<file path="src/design/dmbd_regs.svh">
// Address map constants for the data memory bank decoder.
// Assumes inclusion by the package and the design modules only.
`ifndef DMBD_REGS_SVH
`define DMBD_REGS_SVH

// ----------------------------------------------------------------
// Banks and address ranges
// ----------------------------------------------------------------
`define DMBD_BANK_RAM      4'h0
`define DMBD_BANK_PER      4'hf
`define DMBD_RAM_TOP       8'h3f
`define DMBD_RAM_BYTE_TOP  8'h3e
`define DMBD_PER_BASE      8'h80
`define DMBD_FBIT_IRQ_PAGE 4'hb
`define DMBD_FBIT_IO_PAGE  4'hf
`define DMBD_STACK_TOP3    3'h1

// ----------------------------------------------------------------
// Reset values
// ----------------------------------------------------------------
`define DMBD_PTR_RESET     8'h00
`define DMBD_STACK_RESET   5'h00

`endif

</file>
<file path="src/design/dmbd_pkg.sv">
// Types shared by the data memory bank decoder and its RAM.
// Assumes the constant header is on the include path.
package dmbd_pkg;

  // ----------------------------------------------------------------
  // Addressing modes
  // ----------------------------------------------------------------
  typedef enum logic [2:0] {
    DMBD_MODE_BIT1  = 3'b000,  // 1-bit direct
    DMBD_MODE_NIB4  = 3'b001,  // 4-bit direct
    DMBD_MODE_BYTE8 = 3'b010,  // 8-bit direct, even operand
    DMBD_MODE_PIND  = 3'b011,  // Pointer pair indirect
    DMBD_MODE_FBIT  = 3'b100,  // Fixed-page bit
    DMBD_MODE_STACK = 3'b101,  // Stack pointer indirect
    DMBD_MODE_PTR   = 3'b110   // Pointer register operation
  } dmbd_mode_e;

  // ----------------------------------------------------------------
  // Operations
  // ----------------------------------------------------------------
  typedef enum logic [3:0] {
    DMBD_OP_READ      = 4'h0,  // Move memory to accumulator
    DMBD_OP_WRITE     = 4'h1,  // Move accumulator to memory
    DMBD_OP_EXCHANGE  = 4'h2,  // Swap accumulator and memory
    DMBD_OP_INC_SKIP  = 4'h3,  // Increment, skip on zero
    DMBD_OP_BIT_SET   = 4'h4,
    DMBD_OP_BIT_CLEAR = 4'h5,
    DMBD_OP_SKIP_TRUE = 4'h6,
    DMBD_OP_SKIP_FALSE= 4'h7,
    DMBD_OP_BIT_AND   = 4'h8,  // Carry and bit
    DMBD_OP_BIT_OR    = 4'h9,
    DMBD_OP_BIT_XOR   = 4'ha,
    DMBD_OP_TEST_CLR  = 4'hb,  // Test, clear, skip if set
    DMBD_OP_PTR_LOAD  = 4'hc,
    DMBD_OP_PTR_INC   = 4'hd,  // Pointer increment, skip on zero
    DMBD_OP_PTR_DEC   = 4'he,  // Pointer decrement, skip on ff
    DMBD_OP_STK_LOAD  = 4'hf
  } dmbd_op_e;

  // Sequencer states
  typedef enum logic [1:0] {
    DMBD_ST_IDLE   = 2'b00,
    DMBD_ST_READ   = 2'b01,
    DMBD_ST_MODIFY = 2'b10,
    DMBD_ST_WRITE  = 2'b11
  } dmbd_st_e;

  // Request from the execution logic
  typedef struct packed {
    dmbd_mode_e  mode;
    dmbd_op_e    op;
    logic [7:0]  operand;   // Direct address; pointer modes ignore it
    logic [1:0]  bit_sel;   // Bit within the nibble
    logic [7:0]  acc;       // Accumulator pair, low nibble even
    logic        carry;
  } dmbd_req_s;

  // Answer to the execution logic
  typedef struct packed {
    logic        hit;       // A real location was reached, or a pointer operation was done
    logic        skip;
    logic        carry;
    logic [7:0]  data;
  } dmbd_resp_s;

  // Peripheral bank access, registered part
  typedef struct packed {
    logic [11:0] addr;
    logic [7:0]  wdata;
    logic        byte_wide;
  } dmbd_per_s;

endpackage

</file>
<file path="src/design/dmbd_ram.sv">
// 64 x 4 static RAM held as 32 nibble pairs with lane writes.
// Assumes one clock; read data appear one edge after the address.
`timescale 1ns/1ps
module dmbd_ram
  import dmbd_pkg::*;
(
  // Clock
  input  wire logic       sys_clk,
  // Access
  input  wire logic [4:0] pair_addr,  // Nibble address bits 5..1
  input  wire logic       we_lo,      // Write even nibble
  input  wire logic       we_hi,      // Write odd nibble
  input  wire logic [7:0] wdata,
  output logic      [7:0] rdata       // Registered pair
);

  // ----------------------------------------------------------------
  // Storage
  // ----------------------------------------------------------------
  logic [7:0] mem [0:31];             // Contents undefined at power-up
  logic [7:0] rdata_r;

  // Lane writes and registered read
  always_ff @(posedge sys_clk)
  begin
    if (we_lo)
    begin
      mem[pair_addr][3:0] <= wdata[3:0];
    end
    if (we_hi)
    begin
      mem[pair_addr][7:4] <= wdata[7:4];
    end
    rdata_r <= mem[pair_addr];
  end

  assign rdata = rdata_r;

endmodule

</file>
<file path="src/design/dmbd_decoder.sv">
// Data memory address generation and bank decoder.
// Assumes the execution logic and the peripheral bank share sys_clk.
`timescale 1ns/1ps
`include "dmbd_regs.svh"

module dmbd_decoder
  import dmbd_pkg::*;
(
  // Clock and reset
  input  wire logic       sys_clk,
  input  wire logic       rst_n,
  // Request from execution logic
  input  wire logic       req_valid,
  input  dmbd_req_s       req,
  output logic            req_ready,
  // Answer to execution logic
  output logic            resp_valid,
  output dmbd_resp_s      resp,
  // Pointer registers
  output logic      [7:0] indirect_pointer_pair,
  output logic      [7:0] stack_pointer,
  // Peripheral bank
  output dmbd_per_s       per,
  output logic            per_rd,
  output logic            per_wr,
  input  wire logic [7:0] per_rdata,
  input  wire logic       per_bit_ok,   // Addressed bit is bit-capable
  input  wire logic       per_byte_ok   // Addressed pair is byte-capable
);

  // ----------------------------------------------------------------
  // State
  // ----------------------------------------------------------------
  typedef struct packed {
    dmbd_st_e    st;
    dmbd_mode_e  mode;
    dmbd_op_e    op;
    logic [11:0] addr;        // Bank nibble and low address
    logic        to_ram;
    logic        to_per;
    logic [1:0]  bit_sel;
    logic [7:0]  acc;
    logic        carry;
    logic        cap_ok;      // Peripheral accepts this width
    logic [7:0]  wdata;       // Data for the write phase
    logic        do_write;
    dmbd_resp_s  resp;
    logic [7:0]  ptr_pair;
    logic [4:0]  stk_low;     // Stack pointer bits 4..0
  } dmbd_state_s;

  dmbd_state_s s_r;           // Registered state
  dmbd_state_s s_nxt;         // Next state

  logic [7:0]  ram_rdata;     // RAM pair read data
  logic        ram_we_lo;
  logic        ram_we_hi;

  // ----------------------------------------------------------------
  // Operation legality per mode
  // ----------------------------------------------------------------
  function automatic logic op_legal(dmbd_mode_e m, dmbd_op_e o);
    logic ok;
    ok = 1'b0;
    unique case (m)
      DMBD_MODE_BIT1:
        ok = (o == DMBD_OP_BIT_SET) || (o == DMBD_OP_BIT_CLEAR) ||
             (o == DMBD_OP_SKIP_TRUE) || (o == DMBD_OP_SKIP_FALSE);
      DMBD_MODE_NIB4, DMBD_MODE_PIND:
        ok = (o == DMBD_OP_READ) || (o == DMBD_OP_WRITE) ||
             (o == DMBD_OP_EXCHANGE) || (o == DMBD_OP_INC_SKIP);
      DMBD_MODE_BYTE8:
        ok = (o == DMBD_OP_READ) || (o == DMBD_OP_WRITE) ||
             (o == DMBD_OP_EXCHANGE);
      DMBD_MODE_FBIT:
        ok = (o >= DMBD_OP_BIT_SET) && (o <= DMBD_OP_TEST_CLR);
      DMBD_MODE_STACK:
        ok = (o == DMBD_OP_READ) || (o == DMBD_OP_WRITE);
      DMBD_MODE_PTR:
        ok = (o >= DMBD_OP_PTR_LOAD);
      default:
        ok = 1'b0;
    endcase
    return ok;
  endfunction

  // ----------------------------------------------------------------
  // Next-state logic
  // ----------------------------------------------------------------
  always_comb
  begin
    logic [7:0] d8;           // Data read from the selected bank
    logic [3:0] nib;          // Addressed nibble
    logic [3:0] wn;           // Nibble to write back
    logic       bv;           // Addressed bit
    logic [7:0] pv;           // New pointer value
    d8    = s_r.to_ram ? ram_rdata : per_rdata;
    nib   = (s_r.to_ram && s_r.addr[0]) ? d8[7:4] : d8[3:0];
    bv    = nib[s_r.bit_sel];
    wn    = nib;
    pv    = s_r.ptr_pair;
    s_nxt = s_r;
    unique case (s_r.st)
      // Take a request and decode its bank
      DMBD_ST_IDLE:
      begin
        s_nxt.mode     = req.mode;
        s_nxt.op       = req.op;
        s_nxt.bit_sel  = req.bit_sel;
        s_nxt.acc      = req.acc;
        s_nxt.carry    = req.carry;
        s_nxt.to_ram   = 1'b0;
        s_nxt.to_per   = 1'b0;
        s_nxt.do_write = 1'b0;
        s_nxt.cap_ok   = 1'b1;
        s_nxt.resp     = '0;
        s_nxt.addr     = {`DMBD_BANK_PER, req.operand};
        if (req_valid)
        begin
          unique case (req.mode)
            // Bank by operand range
            DMBD_MODE_BIT1, DMBD_MODE_NIB4:
            begin
              if (req.operand <= `DMBD_RAM_TOP)
              begin
                s_nxt.to_ram = 1'b1;
              end
              else if (req.operand >= `DMBD_PER_BASE)
              begin
                s_nxt.to_per = 1'b1;
              end
            end
            // Even operands only
            DMBD_MODE_BYTE8:
            begin
              if (req.operand[0])
              begin
                s_nxt.to_ram = 1'b0;
              end
              else if (req.operand <= `DMBD_RAM_BYTE_TOP)
              begin
                s_nxt.to_ram = 1'b1;
              end
              else if (req.operand >= `DMBD_PER_BASE)
              begin
                s_nxt.to_per = 1'b1;
              end
            end
            // Pointer pair reaches bank 0 RAM only
            DMBD_MODE_PIND:
            begin
              s_nxt.to_ram = (s_r.ptr_pair <= `DMBD_RAM_TOP);
            end
            // Two fixed pages of bank 15
            DMBD_MODE_FBIT:
            begin
              s_nxt.to_per = (req.operand[7:4] == `DMBD_FBIT_IRQ_PAGE)
                          || (req.operand[7:4] == `DMBD_FBIT_IO_PAGE);
            end
            // Stack window in bank 0
            DMBD_MODE_STACK:
            begin
              s_nxt.to_ram = 1'b1;
            end
            // Pointer operations need no memory
            default:
            begin
              s_nxt.to_ram = 1'b0;
            end
          endcase
          // Bank 0 address forms
          if (s_nxt.to_ram)
          begin
            s_nxt.addr[11:8] = `DMBD_BANK_RAM;
          end
          if (req.mode == DMBD_MODE_PIND)
          begin
            s_nxt.addr[7:0] = s_r.ptr_pair;
          end
          if (req.mode == DMBD_MODE_STACK)
          begin
            s_nxt.addr[7:0] = {`DMBD_STACK_TOP3, s_r.stk_low};
          end
          // Illegal operation for the mode reaches nothing
          if (!op_legal(req.mode, req.op))
          begin
            s_nxt.to_ram = 1'b0;
            s_nxt.to_per = 1'b0;
          end
          if (req.mode == DMBD_MODE_PTR && op_legal(req.mode, req.op))
          begin
            // Pointer register operations
            s_nxt.resp.hit = 1'b1;
            unique case (req.op)
              DMBD_OP_PTR_LOAD:
              begin
                pv = req.acc;
              end
              DMBD_OP_PTR_INC:
              begin
                pv = s_r.ptr_pair + 8'h01;
                s_nxt.resp.skip = (pv == 8'h00);
              end
              DMBD_OP_PTR_DEC:
              begin
                pv = s_r.ptr_pair - 8'h01;
                s_nxt.resp.skip = (pv == 8'hff);
              end
              default:
              begin
                s_nxt.stk_low = req.acc[4:0];
              end
            endcase
            s_nxt.ptr_pair  = pv;
            s_nxt.resp.data = (req.op == DMBD_OP_STK_LOAD) ?
                              {`DMBD_STACK_TOP3, req.acc[4:0]} : pv;
            s_nxt.st = DMBD_ST_WRITE;
          end
          else if (s_nxt.to_ram || s_nxt.to_per)
          begin
            s_nxt.st = DMBD_ST_READ;
          end
          else
          begin
            // Nothing decoded: answer with no access
            s_nxt.st = DMBD_ST_WRITE;
          end
        end
      end
      // Read issued; sample peripheral capability
      DMBD_ST_READ:
      begin
        if (s_r.to_per && s_r.mode == DMBD_MODE_BYTE8)
        begin
          s_nxt.cap_ok = per_byte_ok;
        end
        else if (s_r.to_per && s_r.mode == DMBD_MODE_BIT1)
        begin
          s_nxt.cap_ok = per_bit_ok;
        end
        s_nxt.st = DMBD_ST_MODIFY;
      end
      // Data back: compute answer and write data
      DMBD_ST_MODIFY:
      begin
        s_nxt.resp.hit  = s_r.cap_ok;
        s_nxt.resp.data = (s_r.mode == DMBD_MODE_BYTE8) ?
                          d8 : {4'h0, nib};
        s_nxt.resp.carry = s_r.carry;
        unique case (s_r.op)
          DMBD_OP_WRITE, DMBD_OP_EXCHANGE:
          begin
            s_nxt.do_write = 1'b1;
            wn = s_r.acc[3:0];
          end
          DMBD_OP_INC_SKIP:
          begin
            wn = nib + 4'h1;
            s_nxt.do_write  = 1'b1;
            s_nxt.resp.skip = (wn == 4'h0);
            s_nxt.resp.data = {4'h0, wn};
          end
          DMBD_OP_BIT_SET:
          begin
            wn[s_r.bit_sel] = 1'b1;
            s_nxt.do_write  = 1'b1;
          end
          DMBD_OP_BIT_CLEAR:
          begin
            wn[s_r.bit_sel] = 1'b0;
            s_nxt.do_write  = 1'b1;
          end
          DMBD_OP_SKIP_TRUE:
          begin
            s_nxt.resp.skip = bv;
          end
          DMBD_OP_SKIP_FALSE:
          begin
            s_nxt.resp.skip = !bv;
          end
          DMBD_OP_BIT_AND:
          begin
            s_nxt.resp.carry = s_r.carry & bv;
          end
          DMBD_OP_BIT_OR:
          begin
            s_nxt.resp.carry = s_r.carry | bv;
          end
          DMBD_OP_BIT_XOR:
          begin
            s_nxt.resp.carry = s_r.carry ^ bv;
          end
          DMBD_OP_TEST_CLR:
          begin
            s_nxt.resp.skip = bv;
            wn[s_r.bit_sel] = 1'b0;
            s_nxt.do_write  = bv;
          end
          default:
          begin
            s_nxt.do_write = 1'b0;
          end
        endcase
        // Byte wide moves carry the whole pair
        s_nxt.wdata = (s_r.mode == DMBD_MODE_BYTE8) ?
                      s_r.acc : {wn, wn};
        // Refused peripheral width: no effect at all
        if (!s_r.cap_ok)
        begin
          s_nxt.do_write  = 1'b0;
          s_nxt.resp.skip = 1'b0;
          s_nxt.resp.data = 8'h00;
        end
        s_nxt.st = DMBD_ST_WRITE;
      end
      // Write phase and answer
      DMBD_ST_WRITE:
      begin
        s_nxt.st = DMBD_ST_IDLE;
      end
    endcase
  end

  // ----------------------------------------------------------------
  // State register
  // ----------------------------------------------------------------
  always_ff @(posedge sys_clk)
  begin
    if (!rst_n)
    begin
      s_r          <= '0;
      s_r.st       <= DMBD_ST_IDLE;
      s_r.ptr_pair <= `DMBD_PTR_RESET;
      s_r.stk_low  <= `DMBD_STACK_RESET;
    end
    else
    begin
      s_r <= s_nxt;
    end
  end

  // ----------------------------------------------------------------
  // Static RAM
  // ----------------------------------------------------------------
  // Lane writes only on a decoded RAM hit
  assign ram_we_lo = (s_r.st == DMBD_ST_WRITE) && s_r.to_ram &&
                     s_r.do_write &&
                     (s_r.mode == DMBD_MODE_BYTE8 || !s_r.addr[0]);
  assign ram_we_hi = (s_r.st == DMBD_ST_WRITE) && s_r.to_ram &&
                     s_r.do_write &&
                     (s_r.mode == DMBD_MODE_BYTE8 || s_r.addr[0]);

  dmbd_ram u_ram
  (
    .sys_clk   (sys_clk),
    .pair_addr (s_r.addr[5:1]),
    .we_lo     (ram_we_lo),
    .we_hi     (ram_we_hi),
    .wdata     (s_r.wdata),
    .rdata     (ram_rdata)
  );

  // ----------------------------------------------------------------
  // Outputs
  // ----------------------------------------------------------------
  assign req_ready  = (s_r.st == DMBD_ST_IDLE);
  assign resp_valid = (s_r.st == DMBD_ST_WRITE);
  assign resp       = s_r.resp;

  // Pointer registers; stack upper bits fixed
  assign indirect_pointer_pair = s_r.ptr_pair;
  assign stack_pointer         = {`DMBD_STACK_TOP3, s_r.stk_low};

  // Peripheral bank port
  assign per.addr      = s_r.addr;
  assign per.wdata     = s_r.wdata;
  assign per.byte_wide = (s_r.mode == DMBD_MODE_BYTE8);

  // Read strobe only where the width is accepted
  assign per_rd = (s_r.st == DMBD_ST_READ) && s_r.to_per &&
                  (s_r.op != DMBD_OP_WRITE) &&
                  !(s_r.mode == DMBD_MODE_BYTE8 && !per_byte_ok) &&
                  !(s_r.mode == DMBD_MODE_BIT1 && !per_bit_ok);
  assign per_wr = (s_r.st == DMBD_ST_WRITE) && s_r.to_per &&
                  s_r.do_write && s_r.cap_ok;

endmodule

</file>
<file path="config.mk">
export PLATFORM = sky130hd
export DESIGN_NAME = dmbd_decoder
export DESIGN_NICKNAME = d
export VERILOG_FILES = /design/src/design/dmbd_pkg.sv /design/src/design/dmbd_ram.sv /design/src/design/dmbd_decoder.sv
export VERILOG_INCLUDE_DIRS = /design/src /design/src/design
export SDC_FILE = /design/constraint.sdc
export NUM_CORES = 1
export LEC_CHECK = 0
export BUFFER_PORTS_ARGS = -buffer_cell sky130_fd_sc_hd__buf_4
export CAP_MARGIN = 20
export CORE_ASPECT_RATIO = 0.9
export CORE_MARGIN = 3
export CORE_UTILIZATION = 45
export DETAILED_ROUTE_END_ITERATION = 6
export HOLD_SLACK_MARGIN = 0.06
export SLEW_MARGIN = 10
export SYNTH_ARGS = -nofsm -noshare
export SYNTH_HDL_FRONTEND = slang
export SYNTH_SLANG_ARGS = --single-unit
</file>
<file path="constraint.sdc">
create_clock -name sys_clk -period 2.7 [get_ports sys_clk]
set_input_delay 0.135 -clock sys_clk [delete_from_list [all_inputs] [get_ports sys_clk]]
set_output_delay 0.135 -clock sys_clk [all_outputs]
set_load 0.05 [all_outputs]
</file>
# After elaboration in Yosys (flattened, before gate mapping)
# Memories as Yosys holds them, arrays and structs flattened. A register that Yosys moved wholly into a read port is not among the register bits.
# Index checks and enable logic that the tools add are counted.
[word_totals]
reg_bits = 68
mem_bits_rw = 256
inputBits = 39
output_inout_bits = 52
elab_cells = 191
memories = 1
[mem_list]
columns = ["memory", "words", "word_bits", "read_ports", "rd_clocked_by_memory_dff", "write_ports", "line", "text"]
rows = [
  ["u_ram.mem", 32, 8, 1, 1, 1, "dmbd_ram.sv:20", "logic [7:0] mem [0:31];"],
]
[op_classes]
add_sub_neg = 3
magnitude_cmp = 9
eq_ne = 40
muxes = 57
bitwise = 7
n_reduce_logical = 56
[ops]
columns = ["operator", "count"]
rows = [
  ["8-bit 2-to-1 mux", 8],
  ["21-bit 2-to-1 mux", 2],
  ["4-bit == test, second input constant", 10],
  ["4-bit by 3-bit == test with 1-bit output, second input constant", 8],
  ["8-bit by 6-bit less-or-equal comparator with 1-bit output, second input constant", 3],
  ["12-bit case mux with 2 select lines", 1],
  ["8-bit case mux with 3 select lines", 1],
  ["1-bit 2-to-1 mux", 21],
  ["1-bit logical AND", 19],
  ["4-bit by 2-bit == test with 1-bit output, second input constant", 4],
  ["2-bit 2-to-1 mux", 8],
  ["4-bit case mux with 4 select lines", 1],
  ["14-bit 2-to-1 mux", 1],
  ["1-bit case mux with 3 select lines", 4],
  ["1-bit logical OR", 10],
  ["2-bit OR reduction", 5],
  ["5-bit OR reduction", 2],
  ["3-bit by 2-bit == test with 1-bit output, second input constant", 3],
  ["3-bit == test, second input constant", 3],
  ["8-bit by 1-bit adder with 8-bit output, second input constant", 1],
  ["4-bit by 1-bit == test with 1-bit output, second input constant", 2],
  ["8-bit == test, second input constant", 1],
  ["8-bit greater-or-equal comparator, second input constant", 1],
  ["4-bit zero test", 2],
  ["38 further kinds", 51],
]

# Logic depth before layout (Yosys ltp)
[depth]
ltp_word = 15
ltp_mapped = 11
mapped_depth_nobuf = 10

# Modules after synthesis
# A second synthesis with hierarchy kept.
[hier_totals]
cells_unflattened = 1310
hier_area_um2 = 15586.2
[by_module_without_submodules]
columns = ["module", "n_inst", "cells_per_inst", "area_each_um2", "seq_area_each_um2"]
rows = [
  ["dmbd_ram", 1, 617, 10413.7, 7847.5],
  ["dmbd_decoder", 1, 693, 5172.5, 1301.2],
]

# Worst setup path after synthesis
# Ideal clock, no wire load.
[synth_timing]
kind = "flip-flop to flip-flop"
start = "register s_r[66] in the netlist's numbering"
end = "register s_r (netlist bit stack_pointer[0])"
setup_time_ps = 128
t_arrival_ps = 2189
t_required_ps = 2572
path_slack_ps = 383
stages_incl_launch_ff = 10
n_path_buf = 2
synth_period_minus_slack_ps = 2317
path_cell_list = "dfxtp_1 inv_1 ha_1 buf_2 nand2_1 or3_1 buf_2 nor3_4 mux2i_1 nor2_1"
[synth_between]
elab_chain_cells = 2
[synth_rtl]
columns = ["item", "line", "text"]
rows = [
  ["from (decl)", "dmbd_decoder.sv:52", "dmbd_state_s s_r;"],
  ["from (signal assigned)", "dmbd_decoder.sv:338", "s_r <= s_nxt;"],
  ["2-bit zero test", "n/a", ""],
  ["net req_ready", "dmbd_decoder.sv:15", "output logic req_ready,"],
  ["4-bit AND reduction (no line)", "n/a", ""],
]
# The timed path passes the listed nets, and every way through them passes these cells.
# A chain may end at the register's enable or synchronous reset.

# Final worst setup path
[layout_timing]
start = "register s_r[61] in the netlist's numbering"
end = "output port per_rd"
[layout_between]
elab_chain_cells = 4
[layout_rtl]
columns = ["item", "line", "text"]
rows = [
  ["4-bit by 1-bit != test with 1-bit output", "dmbd_decoder.sv:381", "(s_r.op != DMBD_OP_WRITE) &&"],
  ["1-bit logical AND", "dmbd_decoder.sv:380", "assign per_rd = (s_r.st == DMBD_ST_READ) && s_r.to_per &&"],
  ["1-bit logical AND", "dmbd_decoder.sv:381", ""],
  ["1-bit logical AND", "dmbd_decoder.sv:382", "!(s_r.mode == DMBD_MODE_BYTE8 && !per_byte_ok) &&"],
  ["to (decl)", "dmbd_decoder.sv:24", "output logic per_rd,"],
]
# Every way passes these cells.

==> impl_metrics.ini <==
[job]
maxCapViolCount = 0

[die]
rows = 63
io_pins = 91
die_w_um = 199.9
die_h_um = 180.5
start_util = 0.4588
fp.coreArea_mm2 = 0.03319
die_area_mm2 = 0.03608

[detailed_routing]
drcViolationCount = 0
drtPass1Iterations = 5
wire_per_inst_um = 23.38
drt_wl_total_mm = 39.79
viasPerCell = 5.883
drtIter0Drc = 975
postRouteAntennaNets = 0
vias = 10010

[grt]
gr-total-overflow = 0
grt_max_degree = 47
antenna_found_initial = 0
grt_usage = 0.2199
grt_pass1_vias = 9683
grt_pass1_wl_mm = 60.29

[power]
peakVddDrop_mv = 0.5331
power.density_mw_per_mm2 = 944.4
p_total_mw = 16.46
p_leak_nw = 5.970

[logic_synthesis]
synth_xor_area_frac = 0.007479
synth_compound_area_frac = 0.09599
synth_mux_area_frac = 0.1282
netlist_instances = 1158
synth_edf_count = 256
synthFlopType = edfxtp_1
synthTopCellsByArea = edfxtp_1, mux4_2, dfxtp_1
synth_fa_ha_area_frac = 0.01233
synth.distinct_cells = 81
yosysWarnings = 0
synth_area_mm2 = 0.01522
synthSimpleGateAreaFrac = 0.1031
synthArstFlopShare = 0
netlist.area_leader.share = 0.5049
synth.avg_cell_area_um2 = 13.15
synth_top_family_by_area = multiplexers
yosysTopAreaCell = edfxtp_1
ys_ff_latch = 329
yosysSeqAreaShare = 0.6009

[finish]
multiInputGateArea_mm2 = 0.005304
layout.cells.non_filler = 1702
areaGrowthSynthToFinish_pct = 14.49
drive_gt1_frac = 0.2077
final_common_cell = edfxtp_1
final_area_mm2 = 0.01743
diodes = 0
nets = 1276
seqCellArea_mm2 = 0.009154
layout_common_cells = edfxtp_1, nor2_1, buf_4
fillerInstances = 2790

[timing]
worst_pin_slew_ns = 1.013
slew_headroom = 0.3235
setup_violations = 0
period_minus_slack_ns = 2.539
fin_setup_tns_ns = 0
fin_skew_ns = 0.01846
slew_violations = 0
hold_viol_final = 0
fmaxAchievable_mhz = 393.9
fin_crit_sh = 0.9403
rsz0062_at_grt = no

[placed_design]
gp_congestion = 0.8877
placed_area_mm2 = 0.01610
post-dp-hpwl_mm = 27.26
post-place-cells = 1614
io_buffers = 87

[setup_path]
worstPathRequired_ns = 2.57
end_kind = primary output
arrival_ns = 2.40
critPathMaxFanout = 15
cp-start-kind = register
setup.worst_path.class = register to primary output

[cts]
clk_latency_ns = 0.53
clk_pin_slew_ns = 0.06
cts_hold_buffers = 26
cts_root_buffer = clkbuf_16
htree_num_levels = 2
clkSinkCount = 329
cts_resized = 0
cts_tree = built
cts_post_setup_buffers_inserted = 0
numCtsBuffers = 35
ctsLongestPathBuffers = 3

[worst_hold_path]
hp-class = input pin to register

[outcome]
outcome = finished clean
==> metrics by stage <==
stage          setup WS (ns)  utilization  hold WS (ns)
6_report              0.1613       0.5252       0.09034
5_1_grt              0.03530       0.5252        0.1250
4_1_cts               0.2006       0.5251       0.07242
3_5_place_dp          0.2324       0.4851        0.3773
3_3_place_gp          0.2528       0.4849        0.3669
2_1_floorplan         0.3834            -        0.2822
==> layer usage <==
| metal | global-route usage | wire length, µm | up-vias |
|---|---|---|---|
| li1 | - | - | 4514 |
| met1 | 0.3265 | 17920 | 5021 |
| met2 | 0.3321 | 17850 | 406 |
| met3 | 0.03907 | 2772 | 72 |
| met4 | 0.06810 | 1245 | 0 |
| met5 | 0 | 0 | - |
==> cells in the mapped netlist (17+ instances only) <==
cell	number
inv_1	24
buf_2	26
a21oi_1	35
nand2_1	55
nor2_1	131
a22oi_1	34
mux4_2	65
edfxtp_1	256
mux2i_1	45
clkbuf_1	37
nand3_1	24
dfxtp_1	73
o21ai_0	51
a31oi_1	17
buf_4	47
==> worst max-delay path, cell delays in order, from the launching register on <==
cell,delay (ns)
dfxtp_1,0.73
nor2_1,0.33
a221oi_1,0.53
buf_4,0.29
==> area by class of cell <==
class	count	share of cell area
timing repair buffer	149	0.07063
clock buffer	42	0.05233
inverter	28	0.006030
multi-input combinational	679	0.3043
sequential	329	0.5252
clock inverter	20	0.008901
tap	455	0.03266
==> where the power goes <==
group | switching, mW | total (mW) | internal [mW] | leakage, nW
Sequential | 0.696 | 6.92 | 6.23 | 2.95
Combinational | 3.11 | 5.03 | 1.92 | 2.50
Clock | 1.98 | 4.51 | 2.53 | 0.514
Total | 5.78 | 16.5 | 10.7 | 5.97
==> worst paths after layout <==
path | from | endpoint | slack (ns) | cells after the start
setup / recovery | s_r[61] | per_rd | 0.16 | 3
hold / removal | per_rdata[6] | resp[6] | 0.09 | 5
setup reg to reg | per[9] | resp[8] | 0.17 | 8
hold reg to reg | resp[8] | resp[8] | 0.46 | 2
==> kinds of logic (layout without fill, tap and decap cells) <==
kind of cell | Yosys count | after routing
compound gates | 216 | 216
xor+xnor | 13 | 13
fa+ha+maj | 15 | 15
buf+inv | 151 | 239
flops | 329 | 329
mux | 112 | 112
other cells | 2 | 3
simple gates | 320 | 320
==> sequential cells by signal (all words and copies together), names as in the netlist <==
signal and count:
u_ram.mem 256, resp 11, indirect_pointer_pair 8, stack_pointer 5, u_ram.rdata 8, s_r 24, per 17
(Power assumes the default switching activity.)
